## config.mk

```make
export PLATFORM = sky130hd
export DESIGN_NAME = scis_cmd_select
export DESIGN_NICKNAME = d
export VERILOG_FILES = /design/src/hw/scis_pkg.sv /design/src/hw/scis_sync_if.sv /design/src/hw/scis_cmd_select.sv /design/src/hw/scis_sync.sv
export SDC_FILE = /design/constraint.sdc
export NUM_CORES = 1
export LEC_CHECK = 0
export ABC_AREA = 1
export ABC_CLOCK_PERIOD_IN_PS = 4250
export BUFFER_PORTS_ARGS = -buffer_cell sky130_fd_sc_hd__buf_2
export CAP_MARGIN = 20
export CORE_ASPECT_RATIO = 1.25
export CORE_MARGIN = 3
export CORE_UTILIZATION = 56
export CTS_CLUSTER_SIZE = 12
export DETAILED_ROUTE_END_ITERATION = 12
export PLACE_DENSITY = 0.86
export RECOVER_POWER = 100
export SLEW_MARGIN = 20
export SYNTH_ARGS = -nofsm -noshare
export SYNTH_HDL_FRONTEND = slang
export SYNTH_SLANG_ARGS = --single-unit
```

## constraint.sdc

```tcl
create_clock -name pclk -period 4.25 [get_ports pclk]
set_input_delay 0.2125 -clock pclk [delete_from_list [all_inputs] [get_ports pclk]]
set_output_delay 0.2125 -clock pclk [all_outputs]
set_load 0.05 [all_outputs]
```

## src/hw/scis_pkg.sv

```systemverilog
// Operation
// - While the clamp input is on and clamping is enabled, the speed command is forced to zero.
// - The clamp input acts only when the clamp function select setting is nonzero; software must program it.
// - In velocity control with sign selection enabled, the speed sign input sets the sign of the speed magnitude.
// - In torque control the torque command is negative when the torque sign input is on, positive when off.
// - The forced alarm input raises error 87.0 and puts the block in its alarm state.
// - The inertia select input picks the first inertia ratio when off and the second when on.
// - Analog input one feeds speed, torque or speed limit; input two torque or positive limit; three negative limit.
// - Limit source 0 uses both limit inputs with opposite ranges, 4 both positive ranges, 5 one input for both.
// - Limit sources 1, 2, 3 and 6 ignore analog limits and hand both limits to parameter-based selection.
package scis_pkg;
    // APB map, byte addresses
    localparam int ADDR_W = 12;
    localparam logic [ADDR_W-1:0] ADDR_CONFIG = 12'h000;
    localparam logic [ADDR_W-1:0] ADDR_STATUS = 12'h004;
    localparam logic [ADDR_W-1:0] ADDR_ALARM_CLR = 12'h008;
    localparam logic [31:0] CONFIG_RESET = 32'h0000_0000;
    localparam logic [31:0] CONFIG_MASK = 32'h0000_1FFF;
    // Config fields
    localparam int CFG_ZCS_LSB = 0;
    localparam int CFG_ZCS_W = 4;
    localparam int CFG_TLS_LSB = 4;
    localparam int CFG_TLS_W = 3;
    localparam int CFG_SIGN_EN_BIT = 8;
    localparam int CFG_TORQUE_MODE_BIT = 9;
    localparam int CFG_SRC1_LSB = 10;
    localparam int CFG_SRC1_W = 2;
    localparam int CFG_SRC2_BIT = 12;
    // Analog input one function codes
    localparam logic [CFG_SRC1_W-1:0] SRC1_SPEED = 2'h0;
    localparam logic [CFG_SRC1_W-1:0] SRC1_TORQUE = 2'h1;
    localparam logic [CFG_SRC1_W-1:0] SRC1_SPEED_LIMIT = 2'h2;
    // Torque limit source codes
    localparam logic [CFG_TLS_W-1:0] TLS_BIPOLAR = 3'h0;
    localparam logic [CFG_TLS_W-1:0] TLS_UNIPOLAR = 3'h4;
    localparam logic [CFG_TLS_W-1:0] TLS_SHARED = 3'h5;
    // Status fields
    localparam int STAT_ALARM_BIT = 8;
    localparam int STAT_CODE_LSB = 16;
    localparam int ALARM_CLR_BIT = 0;
    // Forced alarm error code 87.0
    localparam logic [7:0] ALARM_MAIN_CODE = 8'h57;
    localparam logic [7:0] ALARM_SUB_CODE = 8'h00;
    // Digital input bit positions
    localparam int N_INPUTS = 5;
    localparam int IN_CLAMP = 0;
    localparam int IN_SSIGN = 1;
    localparam int IN_TSIGN = 2;
    localparam int IN_ALARM = 3;
    localparam int IN_INERTIA = 4;
    localparam int SYNC_STAGES = 2;
endpackage

```

## src/hw/scis_sync_if.sv

```systemverilog
`timescale 1ns/1ps
// Raw digital inputs in, synchronised copies out
interface scis_sync_if #(parameter int N = 5);
    logic [N-1:0] raw;
    logic [N-1:0] sync;
    modport core (output raw, input sync);
    modport sync_side (input raw, output sync);
endinterface

```

## src/hw/scis_cmd_select.sv

```systemverilog
// The implementer's own choices: the APB interface to the registers and the register offsets.
`timescale 1ns/1ps
module scis_cmd_select #(
    parameter int AW = 16
) (
    input wire logic pclk,
    input wire logic presetn,
    input wire logic psel,
    input wire logic penable,
    input wire logic pwrite,
    input wire logic [scis_pkg::ADDR_W-1:0] paddr,
    input wire logic [31:0] pwdata,
    output logic [31:0] prdata,
    output logic pready,
    output logic pslverr,
    input wire logic zero_speed_clamp,
    input wire logic speed_sign_input,
    input wire logic torque_sign_input,
    input wire logic forced_alarm_input,
    input wire logic inertia_select_input,
    input wire logic signed [AW-1:0] analog_input_one,
    input wire logic signed [AW-1:0] analog_input_two,
    input wire logic signed [AW-1:0] analog_input_three,
    output logic signed [AW-1:0] speed_command,
    output logic signed [AW-1:0] torque_command,
    output logic signed [AW-1:0] speed_limit,
    output logic signed [AW-1:0] positive_torque_limit,
    output logic signed [AW-1:0] negative_torque_limit,
    output logic limit_from_param,
    output logic second_inertia_ratio,
    output logic forced_alarm_error,
    output logic [15:0] alarm_code
);
    import scis_pkg::*;

    localparam logic signed [AW-1:0] MAX_POS = {1'b0, {(AW-1){1'b1}}};
    localparam logic signed [AW-1:0] MIN_NEG = {1'b1, {(AW-1){1'b0}}};

    ////////////////////////////////////////////////////////////////////////////////
    // Input synchroniser
    scis_sync_if #(.N(N_INPUTS)) sif ();
    assign sif.raw = {inertia_select_input, forced_alarm_input, torque_sign_input,
                      speed_sign_input, zero_speed_clamp};

    scis_sync #(.N(N_INPUTS)) u_sync (
        .pclk(pclk),
        .presetn(presetn),
        .sif(sif)
    );

    // Magnitude with saturation so the most negative code cannot wrap
    function automatic logic signed [AW-1:0] mag(input logic signed [AW-1:0] v);
        logic signed [AW-1:0] r;
        if (v == MIN_NEG) begin
            r = MAX_POS;
        end else if (v < 0) begin
            r = -v;
        end else begin
            r = v;
        end
        return r;
    endfunction

    ////////////////////////////////////////////////////////////////////////////////
    // APB register file
    logic [31:0] config_ff, nxt_config;
    logic [31:0] prdata_ff, nxt_prdata;
    logic pready_ff, nxt_pready;
    logic pslverr_ff, nxt_pslverr;
    logic alarm_ff, nxt_alarm;
    logic wr_en, clr_req, mapped;

    // Ready is raised from the setup cycle, so every access completes in one wait-free cycle
    always_comb begin
        mapped = (paddr == ADDR_CONFIG) || (paddr == ADDR_STATUS) || (paddr == ADDR_ALARM_CLR);
        wr_en = psel && penable && pready_ff && pwrite && !pslverr_ff;
        clr_req = wr_en && (paddr == ADDR_ALARM_CLR) && pwdata[ALARM_CLR_BIT];
        nxt_config = config_ff;
        if (wr_en && (paddr == ADDR_CONFIG)) begin
            nxt_config = pwdata & CONFIG_MASK;
        end
        nxt_pready = psel && !penable;
        nxt_pslverr = psel && !penable && !mapped;
        nxt_prdata = prdata_ff;
        if (psel && !penable) begin
            unique case (paddr)
                ADDR_CONFIG: nxt_prdata = config_ff;
                ADDR_STATUS: begin
                    nxt_prdata = '0;
                    nxt_prdata[N_INPUTS-1:0] = sif.sync;
                    nxt_prdata[STAT_ALARM_BIT] = alarm_ff;
                    nxt_prdata[STAT_CODE_LSB +: 16] = alarm_code;
                end
                default: nxt_prdata = '0;
            endcase
        end
    end

    always_ff @(posedge pclk or negedge presetn) begin
        if (!presetn) begin
            config_ff <= CONFIG_RESET;
            prdata_ff <= '0;
            pready_ff <= 1'b0;
            pslverr_ff <= 1'b0;
        end else begin
            config_ff <= nxt_config;
            prdata_ff <= nxt_prdata;
            pready_ff <= nxt_pready;
            pslverr_ff <= nxt_pslverr;
        end
    end

    assign prdata = prdata_ff;
    assign pready = pready_ff;
    assign pslverr = pslverr_ff;

    ////////////////////////////////////////////////////////////////////////////////
    // Command selection
    logic [CFG_ZCS_W-1:0] cfg_zcs;
    logic [CFG_TLS_W-1:0] cfg_tls;
    logic [CFG_SRC1_W-1:0] cfg_src1;
    logic cfg_sign_en, cfg_torque_mode, cfg_src2_torque, clamp_on;
    logic signed [AW-1:0] spd_ff, nxt_spd, trq_ff, nxt_trq, slim_ff, nxt_slim;
    logic signed [AW-1:0] ptl_ff, nxt_ptl, ntl_ff, nxt_ntl, spd_src, trq_src;
    logic param_ff, nxt_param, inertia_ff, nxt_inertia;
    logic [15:0] code_ff, nxt_code;

    assign cfg_zcs = config_ff[CFG_ZCS_LSB +: CFG_ZCS_W];
    assign cfg_tls = config_ff[CFG_TLS_LSB +: CFG_TLS_W];
    assign cfg_src1 = config_ff[CFG_SRC1_LSB +: CFG_SRC1_W];
    assign cfg_sign_en = config_ff[CFG_SIGN_EN_BIT];
    assign cfg_torque_mode = config_ff[CFG_TORQUE_MODE_BIT];
    assign cfg_src2_torque = config_ff[CFG_SRC2_BIT];
    assign clamp_on = sif.sync[IN_CLAMP] && (cfg_zcs != '0);

    // Routing, sign and clamp; unused code 3 of input one falls back to speed
    always_comb begin
        spd_src = (cfg_src1 == SRC1_TORQUE || cfg_src1 == SRC1_SPEED_LIMIT) ? '0 : analog_input_one;
        trq_src = (cfg_src1 == SRC1_TORQUE) ? analog_input_one
                : (cfg_src2_torque ? analog_input_two : '0);
        nxt_slim = (cfg_src1 == SRC1_SPEED_LIMIT) ? mag(analog_input_one) : '0;
        nxt_spd = spd_src;
        if (!cfg_torque_mode && cfg_sign_en) begin
            nxt_spd = sif.sync[IN_SSIGN] ? -mag(spd_src) : mag(spd_src);
        end
        if (clamp_on) begin
            nxt_spd = '0;
        end
        nxt_trq = trq_src;
        if (cfg_torque_mode) begin
            nxt_trq = sif.sync[IN_TSIGN] ? -mag(trq_src) : mag(trq_src);
        end
        nxt_param = 1'b0;
        nxt_ptl = '0;
        nxt_ntl = '0;
        unique case (cfg_tls)
            TLS_BIPOLAR: begin
                nxt_ptl = (analog_input_two < 0) ? '0 : analog_input_two;
                nxt_ntl = (analog_input_three > 0) ? '0 : mag(analog_input_three);
            end
            TLS_UNIPOLAR: begin
                nxt_ptl = (analog_input_two < 0) ? '0 : analog_input_two;
                nxt_ntl = (analog_input_three < 0) ? '0 : analog_input_three;
            end
            TLS_SHARED: begin
                nxt_ptl = (analog_input_two < 0) ? '0 : analog_input_two;
                nxt_ntl = nxt_ptl;
            end
            default: nxt_param = 1'b1;
        endcase
        nxt_inertia = sif.sync[IN_INERTIA];
        // A new trip in the clearing cycle keeps the alarm set
        nxt_alarm = sif.sync[IN_ALARM] || (alarm_ff && !clr_req);
        nxt_code = nxt_alarm ? {ALARM_MAIN_CODE, ALARM_SUB_CODE} : '0;
    end

    always_ff @(posedge pclk or negedge presetn) begin
        if (!presetn) begin
            spd_ff <= '0;
            trq_ff <= '0;
            slim_ff <= '0;
            ptl_ff <= '0;
            ntl_ff <= '0;
            param_ff <= 1'b0;
            inertia_ff <= 1'b0;
            alarm_ff <= 1'b0;
            code_ff <= '0;
        end else begin
            spd_ff <= nxt_spd;
            trq_ff <= nxt_trq;
            slim_ff <= nxt_slim;
            ptl_ff <= nxt_ptl;
            ntl_ff <= nxt_ntl;
            param_ff <= nxt_param;
            inertia_ff <= nxt_inertia;
            alarm_ff <= nxt_alarm;
            code_ff <= nxt_code;
        end
    end

    assign speed_command = spd_ff;
    assign torque_command = trq_ff;
    assign speed_limit = slim_ff;
    assign positive_torque_limit = ptl_ff;
    assign negative_torque_limit = ntl_ff;
    assign limit_from_param = param_ff;
    assign second_inertia_ratio = inertia_ff;
    assign forced_alarm_error = alarm_ff;
    assign alarm_code = code_ff;
endmodule // scis_cmd_select

```

## src/hw/scis_sync.sv

```systemverilog
`timescale 1ns/1ps
module scis_sync #(
    parameter int N = 5
) (
    input wire logic pclk,
    input wire logic presetn,
    scis_sync_if.sync_side sif
);
    import scis_pkg::*;

    logic [N-1:0] meta_ff;
    logic [N-1:0] sync_ff;
    logic [N-1:0] nxt_meta;
    logic [N-1:0] nxt_sync;

    // First stage feeds only the second stage
    always_comb begin
        nxt_meta = sif.raw;
        nxt_sync = meta_ff;
    end

    always_ff @(posedge pclk or negedge presetn) begin
        if (!presetn) begin
            meta_ff <= '0;
            sync_ff <= '0;
        end else begin
            meta_ff <= nxt_meta;
            sync_ff <= nxt_sync;
        end
    end

    assign sif.sync = sync_ff;
endmodule // scis_sync

```

==> impl_metrics.json, run 1 <==
{
  "path_clk_slew_ps": 60,
  "wl_per_cell_um": 16.4,
  "cp.arrival_ps": 3930,
  "fp.dieH_um": 136,
  "fmax_mhz": 275,
  "fin_area_mm2": 0.00894,
  "r2r_end": "torque_command[15]$_DFF_PN0_",
  "vias": 7728,
  "syn2layout_area_growth_pct": 17.7,
  "grt_pass1_wl_mm": 35.1,
  "h-tree-depth": 4,
  "yosysWarnings": 0,
  "ys_top_cells_by_count": "nand2_1, dfrtp_1, inv_1",
  "overflow": 0,
  "drive_above_1_share": 0.140,
  "hold_viol_final": 0,
  "post_cts_buffers": 0,
  "grt_usage": 0.303,
  "core_mm2": 0.0129,
  "grt.busiest_layer": "met2",
  "async_flop_share": 1.00,
  "yosysSeqAreaShare": 0.399,
  "root_buffer": "clkbuf_16",
  "grt_util_met1": 0.365,
  "hp-class": "input port to flip-flop",
  "slowest_delay_ps": 360,
  "relSlewSlack": -0.664,
  "grt_pass1_vias": 7038,
  "drv_cap": 2,
  "finish.utilization": 0.690,
  "gr-usage-met3": 0.0603,
  "wl_mm": 22.8,
  "initial_core_util": 0.586,
  "grtUsageMet2": 0.501,
  "cts_buffers": 17,
  "nets": 1320,
  "fin_crit_sh": 0.855,
  "final_max_slew_viol_count": 123,
  "fin_skew_ps": 10.7,
  "min_period_ps": 3640,
  "ys_ff_latch": 121,
  "worst_pin_slew_ps": 2500,
  "grt_setup_unrepaired": "no",
  "drt_first_pass_iters": 8,
  "antenna_found_initial": 0,
  "syn_area_mm2": 0.00759,
  "crit_chain": "inv_1 > ha_1 > buf_4 > inv_4 > nand2_4 > o21ai_0 > inv_2 > ha_1 > nand3_1 > inv_1 > nand2_2 > nor2_4 > nand3_1 > nand2_1 > nor2_1 > nand2_1 > nor2_4 > nand3_2 > nand2_2 > nand2_1 > nand2_1 > nand2_1 > nand2_1 > nand2_1",
  "die_x_um": 110,
  "hold_depth": 2,
  "critPathRequiredTime_ps": 4540,
  "rows": 46,
  "synth_top_cell_by_area": "dfrtp_1",
  "cts_hold_buf": 6,
  "reg2reg_from": "config_ff[11]$_DFFE_PN0P_",
  "end_kind": "flip-flop",
  "drc": 0,
  "synth_cell_types": 53,
  "hp-start": "pwdata[8]",
  "vdd_drop_max_v": 0.000231,
  "powerDensity_mw_per_mm2": 378,
  "syn_avg_cell_area_um2": 7.34,
  "power_leakage_nw": 4.75,
  "r2r_cells": 24,
  "final.fill_count": 1121,
  "slowest_stage": "dfrtp_1",
  "cts_tree": "yes",
  "ant_nets": 0,
  "gp_congestion": 0.975,
  "yosysMostFrequentCell": "nand2_1",
  "syn-instance-count": 1034,
  "ys.flop_type": "dfrtp_1",
  "dieArea_mm2": 0.0150,
  "clk_path_buf_depth": 2,
  "clkLatencyLatePin_ps": 420,
  "failed_checks": "capacitance limit, slew limit",
  "critical_path_class": "flip-flop to flip-flop",
  "start_kind": "flip-flop",
  "holdPathEnd": "config_ff[8]$_DFFE_PN0P_",
  "synth_enable_flop_cells": 0,
  "hpwl_mm": 16.8,
  "synth_top_area_frac": 0.399,
  "placed_area_mm2": 0.00843,
  "status": "finished, violations left",
  "insertedDiodeCount": 0,
  "clock-sinks": 121,
  "crit_top_cell": "nand2_1",
  "vias_per_cell": 5.55,
  "ff2ff_setup_slack_ps": 610,
  "setup_viol": 0,
  "cp_max_fo": 19,
  "drtIter0Drc": 653,
  "ioPinCount": 235,
  "tns_ps": 0,
  "ctsResizeCount": 0,
  "yosys-top-cells-area": "dfrtp_1, nand2_1, inv_1",
  "grt_max_degree": 75,
  "total_power_mw": 3.38,
  "numPortBuffers": 189
}
[worst max-delay path by stage]
| stage | from | endpoint | depth (start not counted) | slack, ps |
|---|---|---|---|---|
| 2_1_floorplan | config_ff[11]$_DFFE_PN0P_ | torque_command[12]$_DFF_PN0_ | 26 | 1450 |
| 3_3_place_gp | config_ff[10]$_DFFE_PN0P_ | speed_command[14]$_DFF_PN0_ | 20 | 1030 |
| 3_5_place_dp | config_ff[10]$_DFFE_PN0P_ | speed_command[14]$_DFF_PN0_ | 20 | 970 |
| 4_1_cts | config_ff[10]$_DFFE_PN0P_ | speed_command[14]$_DFF_PN0_ | 18 | 950 |
| 5_1_grt | config_ff[11]$_DFFE_PN0P_ | torque_command[15]$_DFF_PN0_ | 24 | 280 |
| 6_report | config_ff[11]$_DFFE_PN0P_ | torque_command[15]$_DFF_PN0_ | 24 | 610 |
[state kept, by name, summed over array words and instances (netlist names)]
register	flops
alarm_code	1
config_ff	13
limit_from_param	1
negative_torque_limit	16
positive_torque_limit	15
prdata	14
pready	1
pslverr	1
second_inertia_ratio	1
speed_command	16
speed_limit	16
torque_command	16
u_sync.meta_ff	5
u_sync.sif.sync	5
[worst max-delay path, delay by kind of cell, from the launching register on]
kind	cells	cell delay [ps]
adders and majority gates	2	410
and+or+nand+nor	16	1730
AOI/OAI and AO/OA	1	350
DFF	1	360
buffers and inverters	5	640
[placed cells by master, fill, tap and decap left out, types with 4 or more instances in the layout]
master / count
o31ai_1: 6
a31oi_1: 6
nor2_2: 11
dfrtp_1: 121
xnor2_1: 8
nand4_1: 8
a21oi_1: 26
xor2_1: 23
nor4_1: 6
o211ai_1: 6
nand3_2: 10
or2_2: 4
clkbuf_16: 17
o21ai_1: 7
o21ai_0: 46
a221oi_1: 6
a22oi_1: 5
nor2_1: 108
nand2_2: 13
inv_1: 114
clkinv_1: 5
conb_1: 26
bufinv_16: 4
ha_1: 7
inv_2: 6
dlygate4sd3_1: 6
clkbuf_1: 113
o221ai_1: 7
nor3_1: 17
buf_2: 78
nand3_1: 86
nand2_1: 277
[final cells by class]
class | instances | area, um2 | area share
multi-input cells | 744 | 3680 | 0.412
flip-flops and latches | 121 | 3030 | 0.339
repair buffers | 201 | 906 | 0.101
clock buffers | 19 | 443 | 0.0496
inverters | 126 | 475 | 0.0532
clock inverters | 13 | 191 | 0.0214
well taps | 168 | 210 | 0.0235
[stage by stage]
step                      setup WS [ps]  instances  hold slack (ps)
after floorplan                    1450       1059            -83.1
final                               615       1392             27.5
after global placement             1030       1354              321
after detailed placement            968       1354              322
after global routing                285       1392             30.6
after CTS                           949       1392             21.4
[kinds of logic (layout without fill, tap and decap cells)]
logic type / Yosys count / count (layout) / share of synthesized area
AO/OA/AOI/OAI: 126 / 126 / 0.101
XOR/XNOR: 31 / 31 / 0.0358
adder cells (fa/ha/maj): 7 / 7 / 0.0115
buffers and inverters: 194 / 359 / 0.123
flip-flops: 121 / 121 / 0.399
multiplexers: 3 / 3 / 0.00445
other: 1 / 26 / 0.000494
AND/OR/NAND/NOR: 551 / 551 / 0.325
[per-layer routing]
layer	routed length (um)	vias to the layer above
li1	-	3618
met1	8480	3540
met2	10900	476
met3	2210	94
met4	1200	0
met5	0	-
[where the power goes]
part           leakage [nW]  switching, mW  internal (mW)
logic                  2.92          0.465          0.145
registers              1.53         0.0196           1.19
clock network         0.301          0.555           1.00
Note: power is estimated with default switching activity, not from simulation.
==> run 2, diff against run 1 <==
--- a/config.mk
+++ b/config.mk
@@ -14,7 +14,8 @@
 export CORE_UTILIZATION = 56
 export CTS_CLUSTER_SIZE = 12
 export DETAILED_ROUTE_END_ITERATION = 12
-export PLACE_DENSITY = 0.86
+export GPL_ROUTABILITY_DRIVEN = 0
+export PLACE_DENSITY = 0.95
 export RECOVER_POWER = 100
 export SLEW_MARGIN = 20
 export SYNTH_ARGS = -nofsm -noshare
==> run 2 against run 1 <==
The flow still finishes with violations (capacitance limit, slew limit). Hold slack gained 12 ps. Clock skew is 2.1 ps lower. Sequential power hardly changed. Combinational power about the same. Global-route usage decreased by 0.28 points. Utilization down 0.43 points. Clock-buffer cell count shrank 1. Critical path type unchanged.
==> impl_metrics.json, run 2 (synthesized netlist as in run 1, its figures left out) <==
{
  "status": "finished, violations left",
  "failed_checks": "capacitance limit, slew limit",
  "drtIter0Drc": 701,
  "reg2reg_from": "config_ff[10]$_DFFE_PN0P_",
  "nets": 1318,
  "cts_tree": "yes",
  "min_period_ps": 3750,
  "drv_cap": 1,
  "clk_path_buf_depth": 2,
  "fin_crit_sh": 0.881,
  "vdd_drop_max_v": 0.000255,
  "final_common_cell": "nand2_1",
  "tns_ps": 0,
  "layout_common_cells": "nand2_1, dfrtp_1, clkbuf_1",
  "dieArea_mm2": 0.0150,
  "cp_max_fo": 23,
  "grt_pass1_wl_mm": 35.1,
  "initial_core_util": 0.586,
  "drc": 0,
  "cts_hold_buf": 6,
  "core_mm2": 0.0129,
  "overflow": 0,
  "hp-start": "pwdata[8]",
  "cp.arrival_ps": 4050,
  "r2r_cells": 16,
  "start_kind": "flip-flop",
  "relSlewSlack": -0.568,
  "hold_ws_ps": 39.5,
  "fmax_mhz": 267,
  "fp.dieH_um": 136,
  "ioPinCount": 235,
  "insertedDiodeCount": 0,
  "vias_per_cell": 5.61,
  "p_int_mw": 2.23,
  "path_clk_slew_ps": 60,
  "die_x_um": 110,
  "grt_max_degree": 62,
  "fin_skew_ps": 8.67,
  "clock-sinks": 121,
  "clkLatencyLatePin_ps": 420,
  "drive_above_1_share": 0.138,
  "r2r_end": "speed_command[10]$_DFF_PN0_",
  "hpwl_mm": 16.7,
  "hold_depth": 2,
  "drt_first_pass_iters": 6,
  "hp-class": "input port to flip-flop",
  "p_sw_frac": 0.322,
  "fin_area_mm2": 0.00888,
  "ant_nets": 0,
  "rows": 46,
  "ctsResizeCount": 0,
  "ff2ff_setup_slack_ps": 500,
  "finish.utilization": 0.686,
  "root_buffer": "clkbuf_16",
  "clkPwrFrac": 0.445,
  "placed_area_mm2": 0.00841,
  "power_leakage_nw": 4.72,
  "wl_mm": 22.4,
  "hold_viol_final": 0,
  "cts_buffers": 17,
  "h-tree-depth": 4,
  "grt_setup_unrepaired": "no",
  "setup_viol": 0,
  "grt_pass1_vias": 7460,
  "critPathRequiredTime_ps": 4560,
  "numPortBuffers": 189,
  "powerDensity_mw_per_mm2": 371,
  "worst_pin_slew_ps": 2350,
  "total_power_mw": 3.29,
  "syn2layout_area_growth_pct": 17.0,
  "combPwrFrac": 0.186,
  "pwr-share-seq": 0.369,
  "holdPathEnd": "config_ff[8]$_DFFE_PN0P_",
  "wl_per_cell_um": 16.1,
  "final_max_slew_viol_count": 46,
  "end_kind": "flip-flop",
  "vias": 7801,
  "antenna_found_initial": 0,
  "p_switching_mw": 1.06,
  "grt_usage": 0.301,
  "critical_path_class": "flip-flop to flip-flop",
  "post_cts_buffers": 0
}
-- run 2: cell types whose count changed in the layout (fill, tap and decap cells not counted), moves of 2 or more --
| cell | before | now |
|---|---|---|
| buf_4 | 3 | 0 |
| bufinv_16 | 4 | 2 |
| clkbuf_1 | 113 | 115 |
| inv_8 | 0 | 2 |
-- run 2: cell type report --
cell class              count  area, um2
clock buffers              18        439
clock inverters            14        163
fillers                  1117       4070
inverters                 126        475
multi-input cells         744       3680
flip-flops and latches    121       3030
well taps                 168        210
repair buffers            199        882
-- run 2: power by group through the flow --
stage	sequential, mW	combinational [mW]	clock [mW]
global placement	1.23	0.601	0
detailed placement	1.23	0.611	0
global route	1.22	0.666	1.53
floorplan	1.36	0.331	0
CTS	1.21	0.621	1.48
finish	1.21	0.613	1.46
-- run 2: how the worst max path moves through the flow --
stage,startpoint,endpoint,slack (ps),depth (start not counted)
finish,config_ff[10]$_DFFE_PN0P_,speed_command[10]$_DFF_PN0_,500,16
global route,config_ff[10]$_DFFE_PN0P_,speed_command[14]$_DFF_PN0_,160,20
CTS,config_ff[11]$_DFFE_PN0P_,torque_command[12]$_DFF_PN0_,740,25
detailed placement,config_ff[11]$_DFFE_PN0P_,torque_command[14]$_DFF_PN0_,780,25
global placement,config_ff[10]$_DFFE_PN0P_,speed_command[10]$_DFF_PN0_,880,16
floorplan,config_ff[11]$_DFFE_PN0P_,torque_command[12]$_DFF_PN0_,1450,26
-- run 2: metal layers --
layer | GRT usage | wire (um) | vias up
li1 | - | - | 3626
met1 | 0.353 | 7910 | 3514
met2 | 0.511 | 11100 | 546
met3 | 0.0637 | 2370 | 115
met4 | 0.157 | 1050 | 0
met5 | 0 | 0 | -
-- run 2: per-stage QoR --
| step | setup slack, ps | cells |
|---|---|---|
| global placement | 879 | 1352 |
| CTS | 740 | 1390 |
| global route | 157 | 1390 |
| floorplan | 1450 | 1059 |
| detailed placement | 776 | 1352 |
| finish | 504 | 1390 |
-- run 2: critical path, stage by stage (launching register included) --
cell and delay, ps:
dfrtp_1 340, inv_1 70, ha_1 790, nand2_1 180, inv_2 230, nand2_1 130
nor2_1 100, nand3_1 470, and2_1 350, ha_1 220, nand3_1 150, nor2_2 90
nand2_1 60, nand2_1 90, xnor2_1 160, o21bai_1 120, inv_1 60
